`src/design/pixel_capture_pkg.sv`:
```
// constants and types shared by the pixel input capture block
// assumes a single 250 MHz system clock; no registers reachable by software
package pixel_capture_pkg;

    // ************************************************************
    // widths and depths
    // ************************************************************
    localparam int PD_W = 12;
    localparam int BYTE_W = 8;
    localparam int PIX_W = 24;
    localparam int FMT_W = 3;
    localparam int FIFO_DEPTH = 8;

    // ************************************************************
    // input format codes
    // ************************************************************
    localparam logic [2:0] FMT_RGB888 = 3'h0;
    localparam logic [2:0] FMT_RGB555 = 3'h1;
    localparam logic [2:0] FMT_RGB565 = 3'h2;
    localparam logic [2:0] FMT_YUV422_DDR = 3'h3;
    localparam logic [2:0] FMT_YUV422_SDR = 3'h4;

    // ************************************************************
    // capture phase, gray coded along the normal walk
    // ************************************************************
    typedef enum logic [1:0]
    {
        PH_A = 2'h0,
        PH_B = 2'h1,
        PH_C = 2'h3,
        PH_D = 2'h2
    } phase_t;

endpackage

```
`src/design/graphics_pixel_input_capture.sv`:
```
// pixel input capture: samples the controller's pixel clock and data pins,
// rebuilds pixels per format and queues them in an 8 word fifo
// assumes pixel clock far below clock/2 and format changes only while
// capture_enable is low
// Operation
// RL1: edge select picks edge of first half-word
// RL2: slot select picks which pin group first
// RL3: format 0 maps 24-bit RGB/YCbCr over edges
// RL4: format 1 maps 5:5:5 on low byte
// RL5: format 2 maps 5:6:5 on low byte
// RL6: format 3 gives Cb,Y0,Cr,Y1 on both edges
// RL7: format 4 gives Cb,Y0,Cr,Y1 on rising edges
// RL8: unused pins never reach the assembled pixel
`timescale 1ns/1ps

module pixel_fifo
#(
    parameter int WIDTH = 24,
    parameter int DEPTH = 8
)
(
    input wire logic clock,
    input wire logic rst,
    input wire logic in_valid,
    input wire logic [WIDTH-1:0] in_data,
    output logic in_ready,
    output logic out_valid,
    output logic [WIDTH-1:0] out_data,
    input wire logic out_ready
);
    localparam int AW = $clog2(DEPTH);
    localparam int CW = $clog2(DEPTH + 1);

    logic [WIDTH-1:0] mem [DEPTH];
    logic [AW-1:0] wr_ptr_r;
    logic [AW-1:0] rd_ptr_r;
    logic [CW-1:0] count_r;
    logic [CW-1:0] count_nxt;
    logic out_valid_r;
    logic [WIDTH-1:0] out_data_r;

    wire wr_en = in_valid && in_ready;
    // output stage refills whenever it is empty or being drained
    wire ld_en = (count_r != '0) && (!out_valid_r || out_ready);
    wire [AW-1:0] wr_ptr_inc = (wr_ptr_r == AW'(DEPTH - 1)) ? '0
                                                           : wr_ptr_r + 1'b1;
    wire [AW-1:0] rd_ptr_inc = (rd_ptr_r == AW'(DEPTH - 1)) ? '0
                                                           : rd_ptr_r + 1'b1;

    assign in_ready = (count_r != CW'(DEPTH));
    assign out_valid = out_valid_r;
    assign out_data = out_data_r;
    assign count_nxt = (wr_en && !ld_en) ? count_r + 1'b1
                     : (!wr_en && ld_en) ? count_r - 1'b1
                     : count_r;

    always_ff @(posedge clock)
    begin
        if (wr_en)
            mem[wr_ptr_r] <= in_data;
    end

    always_ff @(posedge clock)
    begin
        if (rst)
        begin
            wr_ptr_r <= '0;
            rd_ptr_r <= '0;
            count_r <= '0;
        end
        else
        begin
            wr_ptr_r <= wr_en ? wr_ptr_inc : wr_ptr_r;
            rd_ptr_r <= ld_en ? rd_ptr_inc : rd_ptr_r;
            count_r <= count_nxt;
        end
    end

    always_ff @(posedge clock)
    begin
        if (rst)
        begin
            out_valid_r <= 1'b0;
            out_data_r <= '0;
        end
        else if (ld_en)
        begin
            out_valid_r <= 1'b1;
            out_data_r <= mem[rd_ptr_r];
        end
        else if (out_ready)
        begin
            out_valid_r <= 1'b0;
        end
    end
endmodule

module graphics_pixel_input_capture
(
    input wire logic clock,
    input wire logic rst,
    input wire logic pixel_clk_in,
    input wire logic [pixel_capture_pkg::PD_W-1:0] pixel_data_in,
    input wire logic capture_enable,
    input wire logic [pixel_capture_pkg::FMT_W-1:0] input_format,
    input wire logic capture_edge_select,
    input wire logic first_word_select,
    output logic [pixel_capture_pkg::PIX_W-1:0] pixel_out,
    output logic pixel_valid,
    input wire logic pixel_ready,
    output logic overflow
);
    // ************************************************************
    // pin synchronisers and edge detection
    // ************************************************************
    logic pclk_meta_r;
    logic pclk_sync_r;
    logic pclk_prev_r;
    logic [pixel_capture_pkg::PD_W-1:0] din_meta_r;
    logic [pixel_capture_pkg::PD_W-1:0] din_sync_r;

    // data takes the same two stages as the clock so they stay aligned
    always_ff @(posedge clock)
    begin
        if (rst)
        begin
            pclk_meta_r <= 1'b0;
            pclk_sync_r <= 1'b0;
            pclk_prev_r <= 1'b0;
            din_meta_r <= '0;
            din_sync_r <= '0;
        end
        else
        begin
            pclk_meta_r <= pixel_clk_in;
            pclk_sync_r <= pclk_meta_r;
            pclk_prev_r <= pclk_sync_r;
            din_meta_r <= pixel_data_in;
            din_sync_r <= din_meta_r;
        end
    end

    wire rise = pclk_sync_r && !pclk_prev_r;
    wire fall = !pclk_sync_r && pclk_prev_r;

    // ************************************************************
    // phase walk and edge choice
    // ************************************************************
    pixel_capture_pkg::phase_t phase_r;
    pixel_capture_pkg::phase_t phase_nxt;

    wire fmt_ddr = (input_format == pixel_capture_pkg::FMT_YUV422_DDR);
    wire fmt_sdr = (input_format == pixel_capture_pkg::FMT_YUV422_SDR);
    wire fmt_yuv = fmt_ddr || fmt_sdr;
    wire fmt_half = (input_format == pixel_capture_pkg::FMT_RGB888)
                 || (input_format == pixel_capture_pkg::FMT_RGB555)
                 || (input_format == pixel_capture_pkg::FMT_RGB565);
    wire ph_a = (phase_r == pixel_capture_pkg::PH_A);
    wire ph_b = (phase_r == pixel_capture_pkg::PH_B);
    wire ph_c = (phase_r == pixel_capture_pkg::PH_C);
    wire ph_d = (phase_r == pixel_capture_pkg::PH_D);
    wire odd_phase = ph_b || ph_d;
    // half-word formats: first word on rise when edge select is 0
    wire want_half = odd_phase ^ !capture_edge_select; // RL1
    wire want_rise = fmt_sdr ? 1'b1 // RL7
                   : fmt_ddr ? odd_phase // RL6
                   : want_half;
    wire take = capture_enable && (fmt_half || fmt_yuv)
             && (want_rise ? rise : fall);
    wire last = fmt_half ? ph_b : ph_d;
    wire push = take && (fmt_half ? ph_b : (ph_c || ph_d));

    always_comb
    begin
        case (phase_r)
            pixel_capture_pkg::PH_A: phase_nxt = pixel_capture_pkg::PH_B;
            pixel_capture_pkg::PH_B: phase_nxt = pixel_capture_pkg::PH_C;
            pixel_capture_pkg::PH_C: phase_nxt = pixel_capture_pkg::PH_D;
            pixel_capture_pkg::PH_D: phase_nxt = pixel_capture_pkg::PH_A;
            default: phase_nxt = pixel_capture_pkg::PH_A;
        endcase
        if (last)
        begin
            phase_nxt = pixel_capture_pkg::PH_A;
        end
    end

    // enable low realigns the walk; there is no sync word to lock onto
    always_ff @(posedge clock)
    begin
        if (rst || !capture_enable)
        begin
            phase_r <= pixel_capture_pkg::PH_A;
        end
        else if (take)
        begin
            phase_r <= phase_nxt;
        end
    end

    // ************************************************************
    // holding registers
    // ************************************************************
    logic [pixel_capture_pkg::PD_W-1:0] hw0_r;
    logic [pixel_capture_pkg::BYTE_W-1:0] cb_r;
    logic [pixel_capture_pkg::BYTE_W-1:0] y0_r;
    logic [pixel_capture_pkg::BYTE_W-1:0] cr_r;
    wire [pixel_capture_pkg::BYTE_W-1:0] byte_in = din_sync_r[7:0]; // RL8

    always_ff @(posedge clock)
    begin
        if (rst)
        begin
            hw0_r <= '0;
            cb_r <= '0;
            y0_r <= '0;
            cr_r <= '0;
        end
        else if (take)
        begin
            hw0_r <= (fmt_half && ph_a) ? din_sync_r : hw0_r;
            cb_r <= (fmt_yuv && ph_a) ? byte_in : cb_r; // RL6 RL7
            y0_r <= (fmt_yuv && ph_b) ? byte_in : y0_r;
            cr_r <= (fmt_yuv && ph_c) ? byte_in : cr_r;
        end
    end

    // ************************************************************
    // pixel assembly, output as {R,G,B} or {Cr,Y,Cb}
    // ************************************************************
    wire [pixel_capture_pkg::PD_W-1:0] g3_grp = first_word_select
                                               ? din_sync_r : hw0_r; // RL2
    wire [pixel_capture_pkg::PD_W-1:0] r7_grp = first_word_select
                                               ? hw0_r : din_sync_r; // RL2
    wire [pixel_capture_pkg::PIX_W-1:0] pix_888 =
        {r7_grp[11:4], r7_grp[3:0], g3_grp[11:8], g3_grp[7:0]}; // RL3
    // unused pins (bit 7 of the red-group word, upper group) are dropped
    wire [pixel_capture_pkg::PIX_W-1:0] pix_555 =
        {3'h0, r7_grp[6:2], 3'h0, r7_grp[1:0], g3_grp[7:5],
         3'h0, g3_grp[4:0]}; // RL4 RL8
    wire [pixel_capture_pkg::PIX_W-1:0] pix_565 =
        {3'h0, r7_grp[7:3], 2'h0, r7_grp[2:0], g3_grp[7:5],
         3'h0, g3_grp[4:0]}; // RL5 RL8
    // chroma of a pair is shared by both lumas
    wire [pixel_capture_pkg::PIX_W-1:0] pix_yuv = ph_c
        ? {byte_in, y0_r, cb_r}
        : {cr_r, byte_in, cb_r}; // RL6 RL7
    wire [pixel_capture_pkg::PIX_W-1:0] push_data =
        (input_format == pixel_capture_pkg::FMT_RGB888) ? pix_888
        : (input_format == pixel_capture_pkg::FMT_RGB555) ? pix_555
        : (input_format == pixel_capture_pkg::FMT_RGB565) ? pix_565
        : pix_yuv;

    // ************************************************************
    // queue and overflow
    // ************************************************************
    logic fifo_in_ready;
    logic overflow_r;

    pixel_fifo
    #(
        .WIDTH(pixel_capture_pkg::PIX_W),
        .DEPTH(pixel_capture_pkg::FIFO_DEPTH)
    )
    u_fifo
    (
        .clock(clock),
        .rst(rst),
        .in_valid(push),
        .in_data(push_data),
        .in_ready(fifo_in_ready),
        .out_valid(pixel_valid),
        .out_data(pixel_out),
        .out_ready(pixel_ready)
    );

    // the pins cannot be stalled, so a full queue loses the pixel
    wire overflow_nxt = overflow_r || (push && !fifo_in_ready);
    always_ff @(posedge clock)
    begin
        overflow_r <= (rst || !capture_enable) ? 1'b0 : overflow_nxt;
    end
    assign overflow = overflow_r;
endmodule

```
`config.mk`:
```
export PLATFORM = sky130hd
export DESIGN_NAME = graphics_pixel_input_capture
export DESIGN_NICKNAME = d
export VERILOG_FILES = /design/src/design/pixel_capture_pkg.sv /design/src/design/graphics_pixel_input_capture.sv
export SDC_FILE = /design/constraint.sdc
export NUM_CORES = 1
export LEC_CHECK = 0
export BUFFER_PORTS_ARGS = -buffer_cell sky130_fd_sc_hd__buf_2
export CAP_MARGIN = 10
export CORE_ASPECT_RATIO = 1.75
export CORE_UTILIZATION = 40
export CTS_CLUSTER_SIZE = 40
export DETAILED_ROUTE_END_ITERATION = 7
export PLACE_DENSITY = 0.53
export SYNTH_ARGS = -nofsm -noshare
export SYNTH_HDL_FRONTEND = slang
export SYNTH_SLANG_ARGS = --single-unit
```
`constraint.sdc`:
```
create_clock -name clock -period 5.35 [get_ports clock]
set_input_delay 1.07 -clock clock [delete_from_list [all_inputs] [get_ports clock]]
set_output_delay 1.07 -clock clock [all_outputs]
set_load 0.03 [all_outputs]
```
== After elaboration in Yosys (flattened, before gate mapping) ==
Memory sizes are Yosys's and may differ from the RTL's. A register that Yosys moved wholly into a read port is not among the register bits.
Index checks and enable logic that the tools add are counted.
Storage, ports and cells
  register bits after elaboration: 77
  latch bits: 0
  memory bits (writable): 192
  memory bits (read-only): 0
  output and inout port bits: 26
  word-level logic and storage cells: 92
  memories kept: 1
Cells by class
  add/subtract/negate cells: 4
  multipliers: 0
  div/mod/pow operators: 0
  order comparisons: 0
  equal/unequal tests: 10
  shift-type cells: 0
  mux-type cells: 21
  bitwise operators: 1
  reduce and logical (&&, ||, !) cells: 40
Memory list
  u_fifo.mem: depth 8, width 24, read ports 1, clocked after Yosys merged registers in 1, write ports 1, RTL line graphics_pixel_input_capture.sv:34  | logic [WIDTH-1:0] mem [DEPTH];
Operators with widths (count)
  $mux 24: 4
  $mux 12: 2
  $logic_and 1x1->1: 14
  $eq 3x3->1 const B: 3
  $logic_or 1x1->1: 9
  $mux 1: 9
  $logic_not 1->1: 8
  $mux 4: 2
  $pmux 2 s4: 1
  $reduce_and 2->1: 4
  $add 3x1->3 const B: 2
  $eq 3x2->1 const B: 2
  $mux 3: 2
  $add 4x1->4 const B: 1
  $eq 2x2->1 const B: 2
  $ne 4x4->1 const B: 1
  $reduce_bool 2->1: 2
  $reduce_bool 4->1: 1
  $sub 4x1->4 const B: 1
  $eq 3x1->1 const B: 1
  $logic_not 3->1: 1
  $eq 2x1->1 const B: 1
  $logic_not 2->1: 1
  $mux 2: 1
  $xor 1x1->1: 1

== Depth between registers and ports, before layout ==
Gate-level depths: netlist (run 1).
  word-level depth: 13
  gate-level depth with buffers: 15

== Modules after synthesis ==
Synthesis (run 1) repeated with hierarchy kept, for this count alone.
Unflattened totals
  cells, all modules: 892
  area, all modules: 12548.3 µm²
By module, submodules not included
  pixel_fifo: instances 1, cells each 436, area an instance 8493.1 µm², sequential area each 6466.2 µm²
  graphics_pixel_input_capture: instances 1, cells each 456, area an instance 4055.1 µm², sequential area each 1321.3 µm²

== Worst setup path after synthesis (run 1) ==
OpenSTA, ideal clock, no wires.
  path type: input-to-reg
  start point: input input_format[1] in the netlist's numbering
  end point: memory u_fifo.mem[0][0], enable pin
  library setup time: 0.466 ns
  data arrival time: 4.377 ns
  data required time: 4.884 ns
  setup slack: 0.507 ns
  cell stages on the path: 6
  buffers on the path: 1
  path through: buf_6 -> and3b_4 -> o21a_1 -> nor4_4 -> nor2_2 -> nor4_1
On the way
  longest elaborated chain between the ends: 10
RTL lines
  from (decl): RTL line graphics_pixel_input_capture.sv:105  | input wire logic [pixel_capture_pkg::FMT_W-1:0] input_format,
  parallel branches: the longest is 6 deep, another holds $eq 3x2->1
  $logic_and 1x1->1 (*): RTL line graphics_pixel_input_capture.sv:171  | wire push = take && (fmt_half ? ph_b : (ph_c || ph_d));
  $logic_and 1x1->1 (*): RTL line graphics_pixel_input_capture.sv:42  | wire wr_en = in_valid && in_ready;
  $mux 1 (*): RTL line graphics_pixel_input_capture.sv:59  | if (wr_en)
  $mux 1 (not written as such) (*): RTL line graphics_pixel_input_capture.sv:60  | mem[wr_ptr_r] <= in_data;
  to (decl): RTL line graphics_pixel_input_capture.sv:34
Every way passes the cells marked *.

== Worst setup path after layout (run 1) ==
  start point: input input_format[1] in the netlist's numbering
  end point: register u_fifo.count_r[3]
On the way
  longest elaborated chain between the ends: 11
RTL lines
  parallel branches: the longest is 6 deep, another holds $eq 3x2->1
  $logic_and 1x1->1 (*): RTL line graphics_pixel_input_capture.sv:171
  $logic_and 1x1->1 (*): RTL line graphics_pixel_input_capture.sv:42
  via u_fifo.wr_en: RTL line graphics_pixel_input_capture.sv:42
  $logic_not 1->1: RTL line graphics_pixel_input_capture.sv:54  | : (!wr_en && ld_en) ? count_r - 1'b1
  $logic_and 1x1->1: RTL line graphics_pixel_input_capture.sv:54
  $reduce_bool 2->1 (no source line)
  to (signal assigned): RTL line graphics_pixel_input_capture.sv:75  | count_r <= count_nxt;
  to (decl): RTL line graphics_pixel_input_capture.sv:37  | logic [CW-1:0] count_r;
Mark *: on every way through the listed nets, which the timed path passes.
A chain may end at the register's enable or synchronous reset.

==> results.json, run 1 <==
{
  "outcome": "complete, no violations",
  "critPathLaunchType": "input port",
  "synth_top_family_by_area": "multiplexers",
  "hpwl_um": 16700,
  "diodes": 0,
  "die_w_um": 133,
  "period_share": 0.689,
  "holdWs_ns": 0.434,
  "top_level_ports": 48,
  "overflow": 0,
  "end_kind": "flop",
  "fmax_mhz": 271,
  "synth.net_count": 838,
  "power_density_nw_per_um2": 428,
  "gp_congestion": 0.885,
  "p_leak_nw": 4.72,
  "synth_edf_count": 192,
  "drt_pass1_iterations": 5,
  "hold_viol_final": 0,
  "synth_top_area_frac": 0.477,
  "postCtsSetupBuffers": 0,
  "syn_avg_cell_area_um2": 15.1,
  "cts_max_level": 1,
  "yosysWarningCount": 0,
  "cts_root_buf": "clkbuf_16",
  "synth_mux_area_frac": 0.175,
  "synth-xor-area-share": 0.00217,
  "ant_nets": 0,
  "preCtsSetupSlack_ns": 1.11,
  "yosys.area_share.simple": 0.0838,
  "grt_pass1_wl_um": 40500,
  "clkTransAtPathRegs_ns": 0.06,
  "rsz0062_at_grt": "false",
  "ys.flop_type": "edfxtp_1",
  "cts.repair.resized": 0,
  "cts_tree": "done",
  "path_max_fanout": 17,
  "maxSlewHeadroom": 0.181,
  "critPathKind": "in2reg",
  "fp-row-count": 83,
  "drt_iter0_drc": 275,
  "syn2layout_area_growth_pct": 12.5,
  "netlist_area_um2": 12100,
  "seq_area_frac_synth": 0.644,
  "arrival_ns": 4.15,
  "nets": 880,
  "tightest_slew_ns": 1.23,
  "skew_ns": 0.00726,
  "grt_max_degree": 80,
  "hold_path_class": "reg2reg",
  "start_util": 0.410,
  "drive_gt1_frac": 0.202,
  "period_needed_ns": 3.69,
  "maxCapViolations": 0,
  "cts.path.max_buffers": 3,
  "synthAdderAreaFrac": 0.0141,
  "async_flop_share": 0,
  "layout_commonest_cell": "edfxtp_1",
  "ctsHoldBuffers": 0,
  "die-area_um2": 30900,
  "finalPower_mw": 5.82,
  "synthCells": 803,
  "antenna_found_initial": 0,
  "synth_cell_type_count": 55,
  "crit_required_ns": 5.82,
  "clock_latency_ns": 0.54,
  "synth_top_area_cell": "edfxtp_1",
  "drv_slew": 0,
  "final.fill_count": 2660,
  "yosys-top-cells-area": "edfxtp_1 (48%), dfxtp_1 (17%), mux4_2 (9.1%), mux2i_1 (7.9%), nand2b_1 (2.6%)",
  "final_cell_mix": "edfxtp_1 (192), dfxtp_1 (99), mux2i_1 (95)",
  "grt_pass1_vias": 7047,
  "grt_use_total": 0.173,
  "die_h_um": 232,
  "vias": 6691,
  "ff2ff_setup_slack_ns": 1.67,
  "irDropWorstVdd_v": 0.000233,
  "core-area_um2": 29500,
  "synth_compound_area_frac": 0.0588,
  "wl_um": 25900,
  "port_buffers": 47,
  "setup_viol": 0,
  "synth-seq-cells": 293,
  "avgRoutedWirePerCell_um": 20.8,
  "route.detailed.drc": 0,
  "cts_made_buffers": 27,
  "timing.final.ws_setup_ns": 1.66,
  "clock_sinks": 293,
  "avgViaCountPerCell": 5.37,
  "tns_ns": 0
}
## routing by layer
layer,routed length [um],track usage
met1,9900,0.187
met2,14400,0.334
met5,0,0
met3,854,0.0196
met4,772,0.0710
## metrics by stage
| step | area (um2) | cells | utilization |
|---|---|---|---|
| 6_report | 13600 | 1247 | 0.461 |
| 5_1_grt | 13600 | 1247 | 0.461 |
| 4_1_cts | 13600 | 1247 | 0.461 |
| 3_5_place_dp | 12800 | 1198 | 0.432 |
| 3_3_place_gp | 12800 | 1198 | 0.432 |
| 2_1_floorplan | 12100 | 803 | - |
## cells by family (layout without fill, tap and decap cells)
family          count (synthesis)  count (layout)
simple gates                  180             180
flops                         293             293
compound gates                105             105
buf+inv                        60             122
mux                           149             149
xor+xnor                        3               3
fa+ha+maj                      13              13
## registers in the layout (all words and copies together), names as in the netlist, 8 cells and up
signal / flops
u_fifo.mem: 192
din_meta_r: 12
din_sync_r: 12
cr_r: 8
cb_r: 8
hw0_r: 12
u_fifo.out_data: 24
y0_r: 8
## final cells by class
cell class | count | area [um2] | share of cell area
well taps | 382 | 478 | 0.0352
repair buffers | 64 | 365 | 0.0269
flip-flops and latches | 293 | 7790 | 0.573
inverters | 9 | 33.8 | 0.00248
clock inverters | 13 | 113 | 0.00828
multi-input cells | 450 | 4090 | 0.300
clock buffers | 36 | 729 | 0.0536
## worst max-delay path, stage by stage
cell	delay [ns]
buf_2	0.29
a21o_1	0.20
mux2i_1	0.51
a211oi_2	0.15
nor2_2	0.36
inv_1	0.08
ha_1	0.22
inv_1	0.12
ha_1	0.24
a21o_1	0.18
a21oi_1	0.18
xnor2_1	0.10
or3_1	0.30
a21oi_1	0.15
## synthesized netlist by cell type (3+ instances only)
| cell type | instances |
|---|---|
| or3_1 | 3 |
| o21ai_0 | 18 |
| clkbuf_1 | 29 |
| nor2_1 | 38 |
| o22ai_1 | 7 |
| mux2i_1 | 95 |
| edfxtp_1 | 192 |
| a211oi_1 | 31 |
| nor4b_2 | 3 |
| nand2_1 | 27 |
| or4_1 | 4 |
| o211ai_1 | 7 |
| mux4_2 | 49 |
| mux2_2 | 5 |
| nor3_1 | 4 |
| ha_1 | 12 |
| inv_1 | 8 |
| dfxtp_1 | 101 |
| nand3_1 | 4 |
| a21o_1 | 3 |
| buf_2 | 18 |
| a21oi_1 | 19 |
| nand2b_1 | 51 |
| nor2b_1 | 33 |
| o21bai_1 | 4 |
## path summary, 6_finish.rpt
kind / depth (start not counted) / start / end
worst max-delay path: 14 / input_format[1] / u_fifo.count_r[3]
worst max register to register: 15 / phase_r[0] / u_fifo.count_r[3]
worst min register to register: 1 / din_meta_r[10] / din_sync_r[10]
worst min-delay path: 1 / din_meta_r[10] / din_sync_r[10]
## power breakdown
part | internal (mW) | switching [mW]
registers | 2.53 | 0.174
clock network | 1.05 | 0.800
logic | 0.562 | 0.703
total | 4.15 | 1.68
Power figures use the tool's default switching activity.
==> inputs of run 2 (changes only) <==
ABC_AREA = 1   (was unset)
PLACE_DENSITY = 0.55   (was 0.53)
clock period = 3.2 ns   (was 5.35 ns; I/O delays follow)
==> run 2 against run 1 <==
Compared with the run above:
- final cell count up 34%
- clock skew up 0.0049 ns
- core utilization up 0.42 points
- clock power up 84%
- flip-flop and latch count unchanged
- design area up 2.5%
- register-to-register slack worse by 1.4 ns
- sequential power up 60%
- sequential share of layout area down 1.4 points
- critical path type is now reg2reg
- critical endpoint unchanged
- largest cell class unchanged
- highest routed layer unchanged
==> results.json, run 2 <==
{
  "skew_ns": 0.0121,
  "seq_area_frac_synth": 0.641,
  "power_density_nw_per_um2": 747,
  "ys.flop_type": "edfxtp_1",
  "synth_top_area_cell": "edfxtp_1",
  "tightest_slew_ns": 1.17,
  "syn2layout_area_growth_pct": 14.7,
  "p_leak_nw": 5.42,
  "vias": 8555,
  "crit_required_ns": 3.63,
  "port_buffers": 47,
  "hold_viol_final": 0,
  "timing.final.ws_setup_ns": 0.288,
  "avgRoutedWirePerCell_um": 17.4,
  "outcome": "complete, no violations",
  "syn_avg_cell_area_um2": 9.97,
  "overflow": 0,
  "end_kind": "flop",
  "core-area_um2": 30000,
  "fp-row-count": 84,
  "clkTransAtPathRegs_ns": 0.06,
  "antenna_found_initial": 0,
  "period_share": 0.910,
  "grt_use_total": 0.192,
  "final_cell_mix": "nor2_1 (219), edfxtp_1 (192), nand2_1 (184)",
  "path_max_fanout": 4,
  "maxCapViolations": 0,
  "grt_pass1_wl_um": 45400,
  "preCtsSetupSlack_ns": 0.253,
  "fmax_mhz": 343,
  "synth_top_area_frac": 0.475,
  "clock_latency_ns": 0.55,
  "synthCells": 1218,
  "die_w_um": 134,
  "hpwl_um": 18400,
  "start_util": 0.405,
  "gp_congestion": 0.875,
  "clock_sinks": 293,
  "cts.path.max_buffers": 3,
  "cts_made_buffers": 27,
  "r2r_end": "u_fifo.count_r[3]",
  "critPathKind": "reg2reg",
  "yosys-top-cells-area": "edfxtp_1 (47%), dfxtp_1 (17%), o21ai_0 (7.2%), nor2_1 (7.0%), nand2_1 (5.7%)",
  "cts_max_level": 1,
  "arrival_ns": 3.35,
  "ant_nets": 0,
  "top_register": "u_fifo.mem",
  "ctsHoldBuffers": 0,
  "yosysWarningCount": 0,
  "diodes": 0,
  "cts.repair.resized": 0,
  "drive_gt1_frac": 0.122,
  "nets": 1296,
  "avgViaCountPerCell": 5.13,
  "reg2reg_depth": 18,
  "synthTopCellsByCount": "nor2_1 (227), edfxtp_1 (192), nand2_1 (184), o21ai_0 (175), dfxtp_1 (101)",
  "synth.net_count": 1253,
  "critPathLaunchType": "flop",
  "irDropWorstVdd_v": 0.000627,
  "top_level_ports": 48,
  "period_needed_ns": 2.91,
  "cts_root_buf": "clkbuf_16",
  "critPathCapture": "u_fifo.count_r[3]",
  "largest_reg_flops": 192,
  "drv_slew": 0,
  "die_h_um": 233,
  "grt_pass1_vias": 8534,
  "netlist_area_um2": 12100,
  "crit_start": "phase_r[0]",
  "ff2ff_setup_slack_ns": 0.29,
  "synth-seq-cells": 293,
  "tns_ns": 0,
  "async_flop_share": 0,
  "holdWs_ns": 0.289,
  "synth_cell_type_count": 36,
  "drt_iter0_drc": 530,
  "wl_um": 29100,
  "synthMostInstantiatedCell": "nor2_1",
  "setup_viol": 0,
  "postCtsSetupBuffers": 0,
  "die-area_um2": 31100,
  "grt_max_degree": 98,
  "cts_tree": "done",
  "route.detailed.drc": 0,
  "r2r-start": "phase_r[0]",
  "rsz0062_at_grt": "false",
  "synth_edf_count": 192,
  "drt_pass1_iterations": 5,
  "layout_commonest_cell": "nor2_1",
  "maxSlewHeadroom": 0.214,
  "hold_path_class": "in2reg"
}
-- run 2: cells by family (layout without fill, tap and decap cells) --
kind of cell             count (synthesis)  count (layout)  share of synthesized area
AND/OR/NAND/NOR                        438             438                      0.146
AO/OA/AOI/OAI                          298             298                      0.139
flip-flops                             293             293                      0.641
buffers and inverters                  175             239                     0.0584
adder cells (fa/ha/maj)                 13              13                     0.0140
XOR/XNOR                                 1               1                   0.000721
-- run 2: through the flow --
step	instances	power, mW	area, um2	utilization
detailed placement	1619	7.12	13000	0.434
finish	1669	10.4	13900	0.465
global route	1669	11.0	13900	0.465
CTS	1669	10.5	13900	0.465
global placement	1619	7.07	13000	0.434
floorplan	1218	6.25	12100	-
-- run 2: worst min path at each step --
stage                           start             end  slack [ns]  cells past startpoint
floorplan               din_meta_r[0]   din_sync_r[0]        0.39                      2
global placement          pclk_meta_r     pclk_sync_r        0.39                      2
detailed placement      din_meta_r[1]   din_sync_r[1]        0.40                      2
CTS                  pixel_data_in[3]   din_meta_r[3]        0.26                      3
global route         pixel_data_in[3]   din_meta_r[3]        0.28                      3
finish              pixel_data_in[10]  din_meta_r[10]        0.29                      3
-- run 2: cell type report --
| cell class | instances | area [um2] |
|---|---|---|
| Timing Repair Buffer | 87 | 661 |
| Fill cell | 2846 | 16000 |
| Inverter | 102 | 383 |
| Clock buffer | 37 | 733 |
| Multi-Input combinational cell | 750 | 3680 |
| Sequential cell | 293 | 7790 |
| Tap cell | 387 | 484 |
| Clock inverter | 13 | 201 |
-- run 2: routing by layer --
metal	GRT usage	up-vias	share of wire
met1	0.204	4061	0.39
met4	0.0991	0	0.042
li1	-	4241	-
met3	0.0224	65	0.037
met2	0.364	188	0.53
met5	0	-	0
-- run 2: report_power, final --
| part | switching [mW] | leakage, nW | internal [mW] |
|---|---|---|---|
| Clock | 1.40 | 0.449 | 2.01 |
| Sequential | 0.111 | 2.60 | 4.23 |
| Combinational | 1.88 | 2.37 | 0.772 |
-- run 2: worst max-delay path: stages, from the launching register on --
cell and delay [ns]:
dfxtp_1 0.38, inv_1 0.09, ha_1 0.35, inv_1 0.11, nand2_1 0.06, nand2_1 0.05
nand3_1 0.07, nand3_2 0.08, nand3_1 0.19, nor3_4 0.18, ha_1 0.19, inv_1 0.09
ha_1 0.33, nand2_1 0.08, nand2_1 0.06, o21ai_0 0.17, nand3_1 0.10, o21ai_0 0.15
a21oi_1 0.06
